==> config.mk <==
export PLATFORM = sky130hd
export DESIGN_NAME = nfa_annunciator
export DESIGN_NICKNAME = d
export VERILOG_FILES = /design/src/include/nfa_pkg.sv /design/src/include/nfa_queue_if.sv /design/src/rtl/nfa_annunciator.sv /design/src/rtl/nfa_code_queue.sv /design/src/rtl/nfa_blinker.sv
export SDC_FILE = /design/constraint.sdc
export NUM_CORES = 1
export LEC_CHECK = 0
export BUFFER_PORTS_ARGS = -buffer_cell sky130_fd_sc_hd__buf_2
export CAP_MARGIN = 0
export CORE_MARGIN = 2
export CORE_UTILIZATION = 55
export DETAILED_ROUTE_END_ITERATION = 10
export PLACE_DENSITY_LB_ADDON = 0.25
export SYNTH_ARGS = -nofsm -noshare
export SYNTH_HDL_FRONTEND = slang
export SYNTH_SLANG_ARGS = --single-unit
export TNS_END_PERCENT = 100
==> constraint.sdc <==
create_clock -name mclk -period 7.4 [get_ports mclk]
set_clock_uncertainty 0.1 [all_clocks]
set_input_delay 1.48 -clock mclk [delete_from_list [all_inputs] [get_ports mclk]]
set_output_delay 1.48 -clock mclk [all_outputs]
set_load 0.02 [all_outputs]
==> src/include/nfa_pkg.sv <==
// nfa_pkg: constants, fault codes, register map and timing of the
// non-fatal error annunciator. assumes a 10 MHz core clock.
package nfa_pkg;
    localparam int CLK_HZ = 10_000_000;
    localparam int ISR_LIMIT_MS = 10;
    localparam int WDT_LIMIT_MS = 100;
    localparam int BLINK_HALF_MS = 500;
    localparam int ISR_LIMIT_CYC = ISR_LIMIT_MS * (CLK_HZ / 1000);
    localparam int WDT_LIMIT_CYC = WDT_LIMIT_MS * (CLK_HZ / 1000);
    localparam int BLINK_HALF_CYC = BLINK_HALF_MS * (CLK_HZ / 1000);
    localparam int TMR_W = 24;

    typedef logic [7:0] nfa_code_t;

    localparam int QDEPTH = 8;
    localparam int QPTR_W = 3;
    localparam int QCNT_W = 4;

    // two hex digit fault codes
    localparam nfa_code_t FC_NONE = 8'h00;
    localparam nfa_code_t FC_INTR_UNIT = 8'h8a;
    localparam nfa_code_t FC_ISR_REFRESH = 8'h8b;
    localparam nfa_code_t FC_HD_UNIT = 8'h9a;
    localparam nfa_code_t FC_SETUP = 8'h9b;
    localparam nfa_code_t FC_COMM = 8'h9c;
    localparam nfa_code_t FC_CASSETTE = 8'h9d;
    localparam nfa_code_t FC_CYCLE = 8'hf8;
    localparam nfa_code_t FC_IO_TABLE = 8'he7;
    localparam nfa_code_t FC_REMOTE0 = 8'hb0;
    localparam nfa_code_t FC_REMOTE1 = 8'hb1;
    localparam nfa_code_t FC_BATTERY = 8'hf7;
    localparam nfa_code_t FC_USER_MAX = 8'h99;

    // pending sources, lowest index is queued first
    localparam int SRC_USER = 0;
    localparam int SRC_INTR = 1;
    localparam int SRC_ISR = 2;
    localparam int SRC_REFR = 3;
    localparam int SRC_HD = 4;
    localparam int SRC_SETUP = 5;
    localparam int SRC_COMM = 6;
    localparam int SRC_CASS = 7;
    localparam int SRC_CYCLE = 8;
    localparam int SRC_IOTBL = 9;
    localparam int SRC_REMOTE = 10;
    localparam int SRC_BATT = 11;
    localparam int NSRC = 12;

    localparam int HD_UNITS = 10;
    localparam int SETUP_W = 3;
    localparam int RESTART_W = 16;

    // apb register byte offsets
    localparam logic [7:0] OFF_FAULT = 8'h00;
    localparam logic [7:0] OFF_CLEAR = 8'h04;
    localparam logic [7:0] OFF_HD_FLAGS = 8'h08;
    localparam logic [7:0] OFF_SETUP_ERR = 8'h0c;
    localparam logic [7:0] OFF_UNIT = 8'h10;
    localparam logic [7:0] OFF_RESTART = 8'h14;
    localparam logic [7:0] OFF_CTRL = 8'h18;

    // field positions
    localparam int FAULT_VALID_BIT = 8;
    localparam int FAULT_CNT_LSB = 12;
    localparam int CLEAR_POP_BIT = 0;
    localparam int CLEAR_STATUS_BIT = 1;
    localparam int UNIT_VALID_BIT = 4;
    localparam int UNIT_REMOTE_BIT = 8;
    localparam logic [1:0] CTRL_RESET = 2'h0;
endpackage

==> src/include/nfa_queue_if.sv <==
// nfa_queue_if: push/pop link between the annunciator and its code queue.
// assumes one clock shared by both ends.
`timescale 1ns/1ns
interface nfa_queue_if;
    import nfa_pkg::*;
    logic push;
    nfa_code_t push_code;
    logic pop;
    nfa_code_t head;
    logic empty;
    logic full;
    logic [QCNT_W-1:0] count;
    modport owner (output push, push_code, pop,
                   input head, empty, full, count);
    modport store (input push, push_code, pop,
                   output head, empty, full, count);
endinterface

==> src/rtl/nfa_annunciator.sv <==
// nfa_annunciator: catches non-fatal controller errors, queues their
// fault codes, flashes the alarm indicator and keeps diagnostic words.
// assumes event inputs are synchronous one-cycle pulses or levels and an
// apb master on the register side.
`timescale 1ns/1ns
module nfa_annunciator
    import nfa_pkg::*;
#(
    parameter int ISR_CYC = ISR_LIMIT_CYC,
    parameter int WDT_CYC = WDT_LIMIT_CYC,
    parameter int BLINK_CYC = BLINK_HALF_CYC
)(
    // clock and reset
    input wire logic mclk,
    input wire logic reset,
    // apb slave
    input wire logic psel,
    input wire logic penable,
    input wire logic pwrite,
    input wire logic [7:0] paddr,
    input wire logic [31:0] pwdata,
    output logic [31:0] prdata,
    output logic pready,
    output logic pslverr,
    // controller state
    input wire logic program_mode,
    input wire logic scan_end,
    // user alarm instruction
    input wire logic user_alarm_exec,
    input wire logic [7:0] user_alarm_num,
    // interrupt input and interrupt routine
    input wire logic intr_unit_xfer_err,
    input wire logic isr_active,
    input wire logic remote_refresh_busy,
    input wire logic host_link_busy,
    // special unit refresh requests
    input wire logic refresh_req,
    input wire logic [1:0] refresh_req_type,
    // high-density units
    input wire logic hd_xfer_err,
    input wire logic [3:0] hd_unit,
    // controller setup table
    input wire logic setup_read,
    input wire logic [SETUP_W-1:0] setup_bad,
    // communications board
    input wire logic comm_board_err,
    // memory cassette transfer
    input wire logic cassette_xfer_req,
    input wire logic um_read_only,
    input wire logic cassette_read_only,
    input wire logic capacity_ok,
    input wire logic cassette_csum_bad,
    // io table, remote io, units, battery
    input wire logic io_table_mismatch,
    input wire logic remote_err,
    input wire logic remote_master,
    input wire logic unit_err,
    input wire logic [3:0] unit_err_num,
    input wire logic battery_low,
    // indicators and status
    output logic power_led,
    output logic run_led,
    output logic alarm_error_indicator,
    output logic cpu_run_enable,
    output logic cassette_xfer_go,
    output logic [7:0] fault_code,
    output logic [RESTART_W-1:0] restart_bits
);
    nfa_queue_if q ();

    nfa_code_queue u_queue (
        .mclk(mclk),
        .reset(reset),
        .q(q.store)
    );

    nfa_blinker #(.HALF_CYC(BLINK_CYC)) u_blink (
        .mclk(mclk),
        .reset(reset),
        .enable(!q.empty),
        .blink(alarm_error_indicator)
    );

    // index of the lowest pending source
    function automatic int first_set(input logic [NSRC-1:0] v);
        int idx;
        idx = 0;
        for (int i = NSRC - 1; i >= 0; i--) begin
            if (v[i]) begin
                idx = i;
            end
        end
        return idx;
    endfunction

    function automatic logic rose(input logic cur, input logic prev);
        return cur && !prev;
    endfunction

    // user number is two bcd digits, 01..99
    function automatic logic bcd_ok(input logic [7:0] n);
        return n[7:4] <= 4'h9 && n[3:0] <= 4'h9;
    endfunction

    // ---------------- timers and edge history
    logic [TMR_W-1:0] wdt_reg, wdt_next, isr_reg, isr_next;
    logic isr_hit_reg, isr_hit_next;
    logic iot_prev_reg, iot_prev_next, bat_prev_reg, bat_prev_next;
    logic ev_cycle, ev_isr, isr_slow;

    always_comb begin
        isr_slow = isr_active && (remote_refresh_busy || host_link_busy);
        wdt_next = wdt_reg;
        ev_cycle = 1'b0;
        if (scan_end) begin
            wdt_next = '0;
        end else if (wdt_reg <= TMR_W'(WDT_CYC)) begin
            wdt_next = wdt_reg + 1'b1;
        end
        if (!scan_end && wdt_reg == TMR_W'(WDT_CYC)) begin
            ev_cycle = 1'b1;
        end
        isr_next = isr_slow ? isr_reg + 1'b1 : '0;
        isr_hit_next = isr_hit_reg && isr_active;
        ev_isr = 1'b0;
        if (isr_slow && !isr_hit_reg && isr_reg >= TMR_W'(ISR_CYC)) begin
            ev_isr = 1'b1;
            isr_hit_next = 1'b1;
        end
        if (isr_hit_next || !isr_slow) begin
            isr_next = '0;
        end
        iot_prev_next = io_table_mismatch;
        bat_prev_next = battery_low;
    end

    always_ff @(posedge mclk) begin
        if (reset) begin
            wdt_reg <= '0;
            isr_reg <= '0;
            isr_hit_reg <= 1'b0;
            iot_prev_reg <= 1'b0;
            bat_prev_reg <= 1'b0;
        end else begin
            wdt_reg <= wdt_next;
            isr_reg <= isr_next;
            isr_hit_reg <= isr_hit_next;
            iot_prev_reg <= iot_prev_next;
            bat_prev_reg <= bat_prev_next;
        end
    end

    // ---------------- apb decode
    logic acc, wr_acc, rd_setup, mapped;
    logic [1:0] ctrl_reg, ctrl_next;
    logic [RESTART_W-1:0] rst_reg, rst_next;
    logic [31:0] rdata_reg, rdata_next;
    logic clr_pop, clr_status;

    // ---------------- events into pending sources
    logic [NSRC-1:0] pend_reg, pend_next, ev;
    nfa_code_t user_reg, user_next;
    logic remote_sel_reg, remote_sel_next;
    logic [HD_UNITS-1:0] hd_reg, hd_next;
    logic [SETUP_W-1:0] setup_reg, setup_next;
    logic setup_seen_reg, setup_seen_next;
    logic [3:0] unit_reg, unit_next;
    logic unit_v_reg, unit_v_next;
    logic go_reg, go_next;
    nfa_code_t sel_code;
    logic cass_bad, user_set;
    int pick;

    always_comb begin
        ev = '0;
        user_set = user_alarm_exec && user_alarm_num != FC_NONE &&
                   bcd_ok(user_alarm_num) &&
                   user_alarm_num <= FC_USER_MAX;
        ev[SRC_USER] = user_set;
        ev[SRC_INTR] = intr_unit_xfer_err;
        ev[SRC_ISR] = ev_isr;
        ev[SRC_REFR] = refresh_req && refresh_req_type != ctrl_reg;
        ev[SRC_HD] = hd_xfer_err;
        ev[SRC_SETUP] = setup_read && !setup_seen_reg && |setup_bad;
        ev[SRC_COMM] = comm_board_err;
        cass_bad = !program_mode || um_read_only || cassette_read_only ||
                   !capacity_ok || cassette_csum_bad;
        ev[SRC_CASS] = cassette_xfer_req && cass_bad;
        ev[SRC_CYCLE] = ev_cycle;
        ev[SRC_IOTBL] = rose(io_table_mismatch, iot_prev_reg);
        ev[SRC_REMOTE] = remote_err;
        ev[SRC_BATT] = rose(battery_low, bat_prev_reg);

        // queue one pending source per cycle; held back while full
        pick = first_set(pend_reg);
        user_next = user_set ? user_alarm_num : user_reg;
        remote_sel_next = remote_err ? remote_master : remote_sel_reg;
        unique case (pick)
            SRC_USER: sel_code = user_reg;
            SRC_INTR: sel_code = FC_INTR_UNIT;
            SRC_ISR, SRC_REFR: sel_code = FC_ISR_REFRESH;
            SRC_HD: sel_code = FC_HD_UNIT;
            SRC_SETUP: sel_code = FC_SETUP;
            SRC_COMM: sel_code = FC_COMM;
            SRC_CASS: sel_code = FC_CASSETTE;
            SRC_CYCLE: sel_code = FC_CYCLE;
            SRC_IOTBL: sel_code = FC_IO_TABLE;
            SRC_REMOTE: sel_code = remote_sel_reg ? FC_REMOTE1 : FC_REMOTE0;
            default: sel_code = FC_BATTERY;
        endcase
        q.push = |pend_reg && !q.full;
        q.push_code = sel_code;
        pend_next = pend_reg;
        if (q.push) begin
            pend_next[pick] = 1'b0;
        end
        pend_next = pend_next | ev; // a new event wins over the take

        // user alarm 00 pops in any mode, software clear only in program
        q.pop = (user_alarm_exec && user_alarm_num == FC_NONE) ||
                (clr_pop && program_mode);

        hd_next = hd_reg;
        setup_next = setup_reg;
        unit_next = unit_reg;
        unit_v_next = unit_v_reg;
        if (clr_status && program_mode) begin
            hd_next = '0;
            setup_next = '0;
            unit_v_next = 1'b0;
        end
        if (hd_xfer_err && hd_unit < 4'(HD_UNITS)) begin
            hd_next[hd_unit] = 1'b1;
        end
        setup_seen_next = setup_seen_reg || setup_read;
        if (ev[SRC_SETUP]) begin
            setup_next = setup_next | setup_bad;
        end
        if (unit_err) begin
            unit_next = unit_err_num;
            unit_v_next = 1'b1;
        end
        go_next = cassette_xfer_req && !cass_bad;
    end

    always_ff @(posedge mclk) begin
        if (reset) begin
            pend_reg <= '0;
            user_reg <= FC_NONE;
            remote_sel_reg <= 1'b0;
            hd_reg <= '0;
            setup_reg <= '0;
            setup_seen_reg <= 1'b0;
            unit_reg <= '0;
            unit_v_reg <= 1'b0;
            go_reg <= 1'b0;
        end else begin
            pend_reg <= pend_next;
            user_reg <= user_next;
            remote_sel_reg <= remote_sel_next;
            hd_reg <= hd_next;
            setup_reg <= setup_next;
            setup_seen_reg <= setup_seen_next;
            unit_reg <= unit_next;
            unit_v_reg <= unit_v_next;
            go_reg <= go_next;
        end
    end

    // ---------------- apb registers
    always_comb begin
        acc = psel && penable;
        wr_acc = acc && pwrite;
        rd_setup = psel && !penable && !pwrite;
        unique case (paddr)
            OFF_FAULT, OFF_CLEAR, OFF_HD_FLAGS, OFF_SETUP_ERR,
            OFF_UNIT, OFF_RESTART, OFF_CTRL: mapped = 1'b1;
            default: mapped = 1'b0;
        endcase
        clr_pop = wr_acc && paddr == OFF_CLEAR && pwdata[CLEAR_POP_BIT];
        clr_status = wr_acc && paddr == OFF_CLEAR &&
                     pwdata[CLEAR_STATUS_BIT];
        ctrl_next = ctrl_reg;
        rst_next = rst_reg;
        if (wr_acc && paddr == OFF_CTRL) begin
            ctrl_next = pwdata[1:0];
        end
        if (wr_acc && paddr == OFF_RESTART) begin
            rst_next = pwdata[RESTART_W-1:0];
        end
        rdata_next = rdata_reg;
        if (rd_setup) begin
            rdata_next = '0;
            unique case (paddr)
                OFF_FAULT: begin
                    rdata_next[7:0] = q.head;
                    rdata_next[FAULT_VALID_BIT] = !q.empty;
                    rdata_next[FAULT_CNT_LSB +: QCNT_W] = q.count;
                end
                OFF_HD_FLAGS: rdata_next[HD_UNITS-1:0] = hd_reg;
                OFF_SETUP_ERR: rdata_next[SETUP_W-1:0] = setup_reg;
                OFF_UNIT: begin
                    rdata_next[3:0] = unit_reg;
                    rdata_next[UNIT_VALID_BIT] = unit_v_reg;
                    rdata_next[UNIT_REMOTE_BIT] = remote_sel_reg;
                end
                OFF_RESTART: rdata_next[RESTART_W-1:0] = rst_reg;
                OFF_CTRL: rdata_next[1:0] = ctrl_reg;
                default: rdata_next = '0;
            endcase
        end
    end

    always_ff @(posedge mclk) begin
        if (reset) begin
            ctrl_reg <= CTRL_RESET;
            rst_reg <= '0;
            rdata_reg <= '0;
        end else begin
            ctrl_reg <= ctrl_next;
            rst_reg <= rst_next;
            rdata_reg <= rdata_next;
        end
    end

    assign prdata = rdata_reg;
    assign pready = 1'b1;
    assign pslverr = acc && !mapped;
    assign power_led = 1'b1;
    assign run_led = 1'b1;
    assign cpu_run_enable = 1'b1;
    assign cassette_xfer_go = go_reg;
    assign fault_code = q.head;
    assign restart_bits = rst_reg;
endmodule

==> src/rtl/nfa_code_queue.sv <==
// nfa_code_queue: first-in first-out store of pending fault codes.
// assumes the owner never pushes while full.
`timescale 1ns/1ns
module nfa_code_queue
    import nfa_pkg::*;
(
    // clock and reset
    input wire logic mclk,
    input wire logic reset,
    // queue link
    nfa_queue_if.store q
);
    nfa_code_t mem [QDEPTH];
    logic [QPTR_W-1:0] wr_reg, wr_next, rd_reg, rd_next;
    logic [QCNT_W-1:0] cnt_reg, cnt_next;
    logic do_push, do_pop;

    always_comb begin
        do_push = q.push && !q.full;
        do_pop = q.pop && !q.empty;
        wr_next = do_push ? wr_reg + 1'b1 : wr_reg;
        rd_next = do_pop ? rd_reg + 1'b1 : rd_reg;
        cnt_next = cnt_reg + QCNT_W'(do_push) - QCNT_W'(do_pop);
    end

    always_ff @(posedge mclk) begin
        if (reset) begin
            wr_reg <= '0;
            rd_reg <= '0;
            cnt_reg <= '0;
        end else begin
            wr_reg <= wr_next;
            rd_reg <= rd_next;
            cnt_reg <= cnt_next;
        end
        if (do_push) begin
            mem[wr_reg] <= q.push_code;
        end
    end

    assign q.empty = (cnt_reg == '0);
    assign q.full = (cnt_reg == QCNT_W'(QDEPTH));
    assign q.count = cnt_reg;
    assign q.head = q.empty ? FC_NONE : mem[rd_reg];
endmodule

==> src/rtl/nfa_blinker.sv <==
// nfa_blinker: square wave for the flashing alarm indicator.
// assumes enable is a level; output is low while disabled.
`timescale 1ns/1ns
module nfa_blinker
    import nfa_pkg::*;
#(
    parameter int HALF_CYC = BLINK_HALF_CYC
)(
    // clock and reset
    input wire logic mclk,
    input wire logic reset,
    // control
    input wire logic enable,
    output logic blink
);
    logic [TMR_W-1:0] cnt_reg, cnt_next;
    logic ph_reg, ph_next;

    always_comb begin
        cnt_next = cnt_reg + 1'b1;
        ph_next = ph_reg;
        if (!enable) begin
            cnt_next = '0;
            ph_next = 1'b1;
        end else if (cnt_reg >= TMR_W'(HALF_CYC - 1)) begin
            cnt_next = '0;
            ph_next = !ph_reg;
        end
    end

    always_ff @(posedge mclk) begin
        if (reset) begin
            cnt_reg <= '0;
            ph_reg <= 1'b0;
        end else begin
            cnt_reg <= cnt_next;
            ph_reg <= ph_next;
        end
    end

    assign blink = enable && ph_reg;
endmodule

; ---- After elaboration in Yosys (flattened, before gate mapping)
; Memory sizes are Yosys's and may differ from the RTL's. A register that Yosys moved wholly into a read port is not among the register bits.
; Index checks and enable logic that the tools add are counted.
[op_classes]
reduce_logical = 73
bitwise_logic = 6
n_mux = 44
add_sub_neg = 7
magnitude_cmp = 11
eq_ne = 19
[ops]
columns = op, n
row1 = 2-to-1 mux 32 bit, 11
row2 = "equality test 32 x 3 -> 1 bit, second input constant", 4
row3 = "equality test 32 x 4 -> 1 bit, second input constant", 3
row4 = case mux 8 bit (10 select lines), 1
row5 = "adder 24 x 1 -> 24 bit, second input constant", 3
row6 = "equality test 32 x 2 -> 1 bit, second input constant", 2
row7 = logical AND 1 bit, 36
row8 = "equality test 32 x 1 -> 1 bit, second input constant", 1
row9 = ">= comparator 32 x 1 -> 1 bit, second input constant", 1
row10 = zero test 32 bit, 1
row11 = "less-than comparator 32 x 6 -> 1 bit, second input constant", 1
row12 = "equality test 24 x 20 -> 1 bit, second input constant", 1
row13 = "equality test 8 x 5 -> 1 bit, second input constant", 3
row14 = ">= comparator 24 x 17 -> 1 bit, second input constant", 1
row15 = ">= comparator 24 x 23 -> 1 bit, second input constant", 1
row16 = "<= comparator 24 x 20 -> 1 bit, second input constant", 1
row17 = 2-to-1 mux 10 bit, 2
row18 = "equality test 8 x 4 -> 1 bit, second input constant", 2
row19 = zero test 8 bit, 2
row20 = zero test 1 bit, 15
row21 = 2-to-1 mux 1 bit, 13
row22 = bitwise AND 12 bit, 1
row23 = 2-to-1 mux 12 bit, 1
row24 = 2-to-1 mux 3 bit, 4
row25 = other kinds (35), 49
[word_totals]
memories = 1
register_bits = 161
mem_bits_rw = 64
[mem_list]
columns = name, words, width, rd, rd_ports_with_merged_regs, write_ports, line_no
row1 = u_queue.mem, 8, 8, 1, 1, 1, nfa_code_queue.sv:13  ; nfa_code_t mem [QDEPTH];

; ---- Longest topological paths before layout
[depth]
depth_word = 20
depth_mapped = 13
ltp_nobuf = 12

; ---- Hierarchy
; Synthesis repeated with hierarchy kept, for this count alone.
[unflattened]
cells_unflattened = 1055
hier_area_um2 = 10333.7
[modules_own_cells]
columns = mod, cells_per_inst, area_per_inst_um2, n_inst
row1 = nfa_annunciator, 713, 5968.2, 1
row2 = nfa_code_queue, 213, 3184.3, 1
row3 = nfa_blinker, 129, 1181.1, 1

; ---- Worst setup path before layout
; OpenSTA, ideal clock, no wires.
[synth_timing]
path_kind = input to output
start = in paddr[2]
end = out pslverr
arrival_ps = 2737
path_stages = 4
setup_slack_ps = 3083
required_ps = 5820
n_path_buf = 2
path_cell_list = clkbuf_1 buf_1 nand3_1 a21oi_1
[synth_via]
elab_chain_len = 5
word_cells_on_any_way = 11
classes_between = eq/ne: 6 / mux: 1 / reduce/logical: 4
[synth_lines]
columns = item, line_no
row1 = start: declaration, nfa_annunciator.sv:20  ; input wire logic [7:0] paddr,
row2 = "equality test 8 x 3 -> 1 bit, or another cell as far along", nfa_annunciator.sv:275  ; unique case (paddr)
row3 = OR reduction 7 bit (*), nfa_annunciator.sv:275
row4 = 2-to-1 mux 1 bit (*), nfa_annunciator.sv:275
row5 = zero test 1 bit (*), nfa_annunciator.sv:328  ; assign pslverr = acc && !mapped;
row6 = logical AND 1 bit (*), nfa_annunciator.sv:328
row7 = end: declaration, nfa_annunciator.sv:24  ; output logic pslverr,
; Mark *: on every way between the ends. The rest lies on a longest branch, timed or not.

==> out/qor.csv <==
stage,metric,value,unit
place,place_congestion,0.868,
cells_and_area,diodes,0,
cells_and_area,drive_above_1_share,17.3,%
global_route,grt_pass1_wl,34.9,mm
routing,routed_wl,21.4,mm
clock_tree,clock-sinks,228,
clock_tree,ctsResizeCount,0,
clock_tree,htreeDepth,1,
worst_setup_path,start_kind,flop,
global_route,grtUsageTotal,21.8,%
logic_synthesis,yosysWarnings,0,
global_route,antenna_found_initial,0,
cells_and_area,stdcell_area,11400,um2
place,postPlaceCellArea,10700,um2
logic_synthesis,synthCells,998,
global_route,grt-ovfl-total,0,
clock_tree,cts_buffers,24,
clock_tree,root_buffer,clkbuf_16,
logic_synthesis,synth_edf_count,64,
global_route,grt_pass1_vias,6933,
worst_setup_path,critical_path_required,5820,ps
place,dp_hpwl,15.2,mm
place,io_buffers,113,
worst_setup_path,worstSetupEndpoint,fault_code[2],
sta,relSlewSlack,22.1,%
sta,worst_pin_slew,1170,ps
logic_synthesis,ys_types,75,
run_status,run_status,"finished, final reports clean",
sta,final.setup.tns,0,ps
pwr,leakage,4.25,nW
worst_setup_path,timing.rr.end,prdata[5],
cells_and_area,fillers,1522,
sta,grt_setup_unrepaired,no,
cells_and_area,syn2layout_area_growth,14.1,%
clock_tree,insertion_delay,510,ps
logic_synthesis,syn-cell-area,10000,um2
clock_tree,post_cts_buffers,0,
cells_and_area,top_register,u_queue.mem,
sta,fmax,0.226,GHz
worst_setup_path,arrival,2840,ps
pwr,powerDensity,269,nW/um2
sta,finalMaxSlewViolations,0,
worst_setup_path,rr_worst_depth,6,
die,dieArea,19300,um2
global_route,grt_max_degree,72,
routing,vias,7517,
die,fp.dieW,139,um
worst_setup_path,reg2reg_slack,4530,ps
pwr,vdd_drop_max,198,uV
clock_tree,clkTransAtPathRegs,60,ps
logic_synthesis,ys_seq_area_share,52.0,%
worst_setup_path,worstSetupPathType,reg -> out,
sta,finalCritPeriodShare,59.8,%
logic_synthesis,async_reset_ff_share,0,%
clock_tree,cts_tree,done,
routing,via_per_inst,5.56,
worst_setup_path,crit_path_end_kind,primary output,
clock_tree,cts_buffer_depth,3,
sta,setup_viol,0,
routing,drtIter0Drc,555,
logic_synthesis,ys_ff_latch,228,
die,num_io_pins,150,
cells_and_area,layout_common_cells,"dfxtp_1, nor2_1, buf_2, nand2_1, edfxtp_1",
routing,remaining_drc_errors,0,
sta,hold_violations,0,
sta,fin_crit,4420,ps
cells_and_area,final_common_cell,dfxtp_1,
routing,route.met2.wl,9.84,mm
worst_setup_path,crit_fanout,16,
routing,m1WireLength,10.0,mm
cells_and_area,largest_reg_flops,64,
routing,post_drt_wl_per_cell,15.8,um
routing,wl_met3,1.22,mm
logic_synthesis,synth.avg_cell_area,10.0,um2
cells_and_area,num-nets-final,1210,
die,die_h,139,um
die,start_util,55.9,%
routing,drt_pass1_iterations,6,
hold_path,whs_path_depth,2,
die,coreArea,17900,um2
routing,detail-route-antenna-nets,0,
logic_synthesis,yosys_most_used_dff,dfxtp_1,
die,rows,49,
clock_tree,hold_buffers,0,
job,drv_cap,0,
routing,highest_layer,met4,
hold_path,hold_class,reg -> reg,
## routing by layer
layer | GRT usage (%) | vias up
met4 | 6.06 | 0
met3 | 2.80 | 31
met1 | 31.3 | 3525
met2 | 35.1 | 232
li1 | - | 3729
met5 | 0 | -
## Yosys cell counts, drive strengths merged (3+ instances only)
cell type | count | area, um2
a211oi | 3 | 22.5
a21oi | 56 | 284
a221oi | 5 | 43.8
a22o | 6 | 52.6
a22oi | 9 | 67.6
a311oi | 3 | 26.3
a32oi | 3 | 26.3
and2 | 10 | 62.6
and3 | 11 | 68.8
and4 | 3 | 26.3
buf | 36 | 233
clkbuf | 26 | 98.8
dfxtp | 164 | 3280
edfxtp | 64 | 1920
ha | 13 | 163
inv | 25 | 93.8
mux2 | 3 | 33.8
mux2i | 32 | 320
mux4 | 16 | 360
nand2 | 84 | 315
nand2b | 12 | 75.1
nand3 | 34 | 170
nand4 | 7 | 43.8
nor2 | 155 | 584
nor2b | 12 | 75.1
nor3 | 21 | 136
nor3b | 7 | 52.6
nor4 | 10 | 77.6
nor4b | 4 | 50.1
o2111ai | 5 | 61.3
o211ai | 8 | 60.1
o21a | 4 | 30.0
o21ai | 37 | 185
o22ai | 3 | 18.8
o31ai | 3 | 22.5
or2 | 5 | 31.3
or3 | 14 | 87.6
or4 | 6 | 48.8
xnor2 | 18 | 158
xor2 | 33 | 289
## kinds of logic after synthesis
group | after synthesis | share of synthesized area, %
multiplexers | 51 | 7.14
AO/OA/AOI/OAI | 164 | 10.7
XOR/XNOR | 51 | 4.46
flip-flops | 228 | 52.0
AND/OR/NAND/NOR | 401 | 19.6
adder cells (fa/ha/maj) | 14 | 1.83
other | 2 | 0.0750
buffers and inverters | 87 | 4.25
## metrics by stage
stage / setup slack [ps] / utilization (%) / hold WS [ps] / total power, mW / instances
2_1_floorplan: 3080 / - / 339 / 1.81 / 1024
3_3_place_gp: 3170 / 59.7 / 338 / 1.97 / 1312
3_5_place_dp: 3170 / 59.7 / 349 / 1.99 / 1312
4_1_cts: 2900 / 63.8 / 357 / 3.10 / 1353
5_1_grt: 2710 / 63.8 / 385 / 3.21 / 1353
6_report: 2980 / 63.8 / 354 / 3.07 / 1353
## final cells by class
cell class / count / area [um2] / share of cell area, %
Timing Repair Buffer: 121 / 626 / 5.48
Tap cell: 229 / 287 / 2.51
Clock inverter: 10 / 85.1 / 0.745
Clock buffer: 31 / 647 / 5.66
Inverter: 25 / 93.8 / 0.821
Sequential cell: 228 / 5200 / 45.6
Multi-Input combinational cell: 709 / 4480 / 39.2
## report_power, final
group | switching [mW] | internal [mW]
Sequential | 0.0478 | 1.40
Clock | 0.460 | 0.648
Combinational | 0.328 | 0.182
## worst min-delay path by stage
stage	end	start
after floorplan	setup_seen_reg	setup_seen_reg
after global placement	prdata[3]	prdata[3]
after detailed placement	prdata[8]	prdata[8]
after CTS	prdata[8]	prdata[8]
after global routing	prdata[8]	prdata[8]
final	prdata[8]	prdata[8]
## worst max-delay path, cell delays in order (launching register included)
cell and delay [ps]:
dfxtp_1 1030, mux4_2 600, mux2i_1 420, nor2_1 100, buf_2 180
Note: power is estimated with default switching activity, not from simulation.
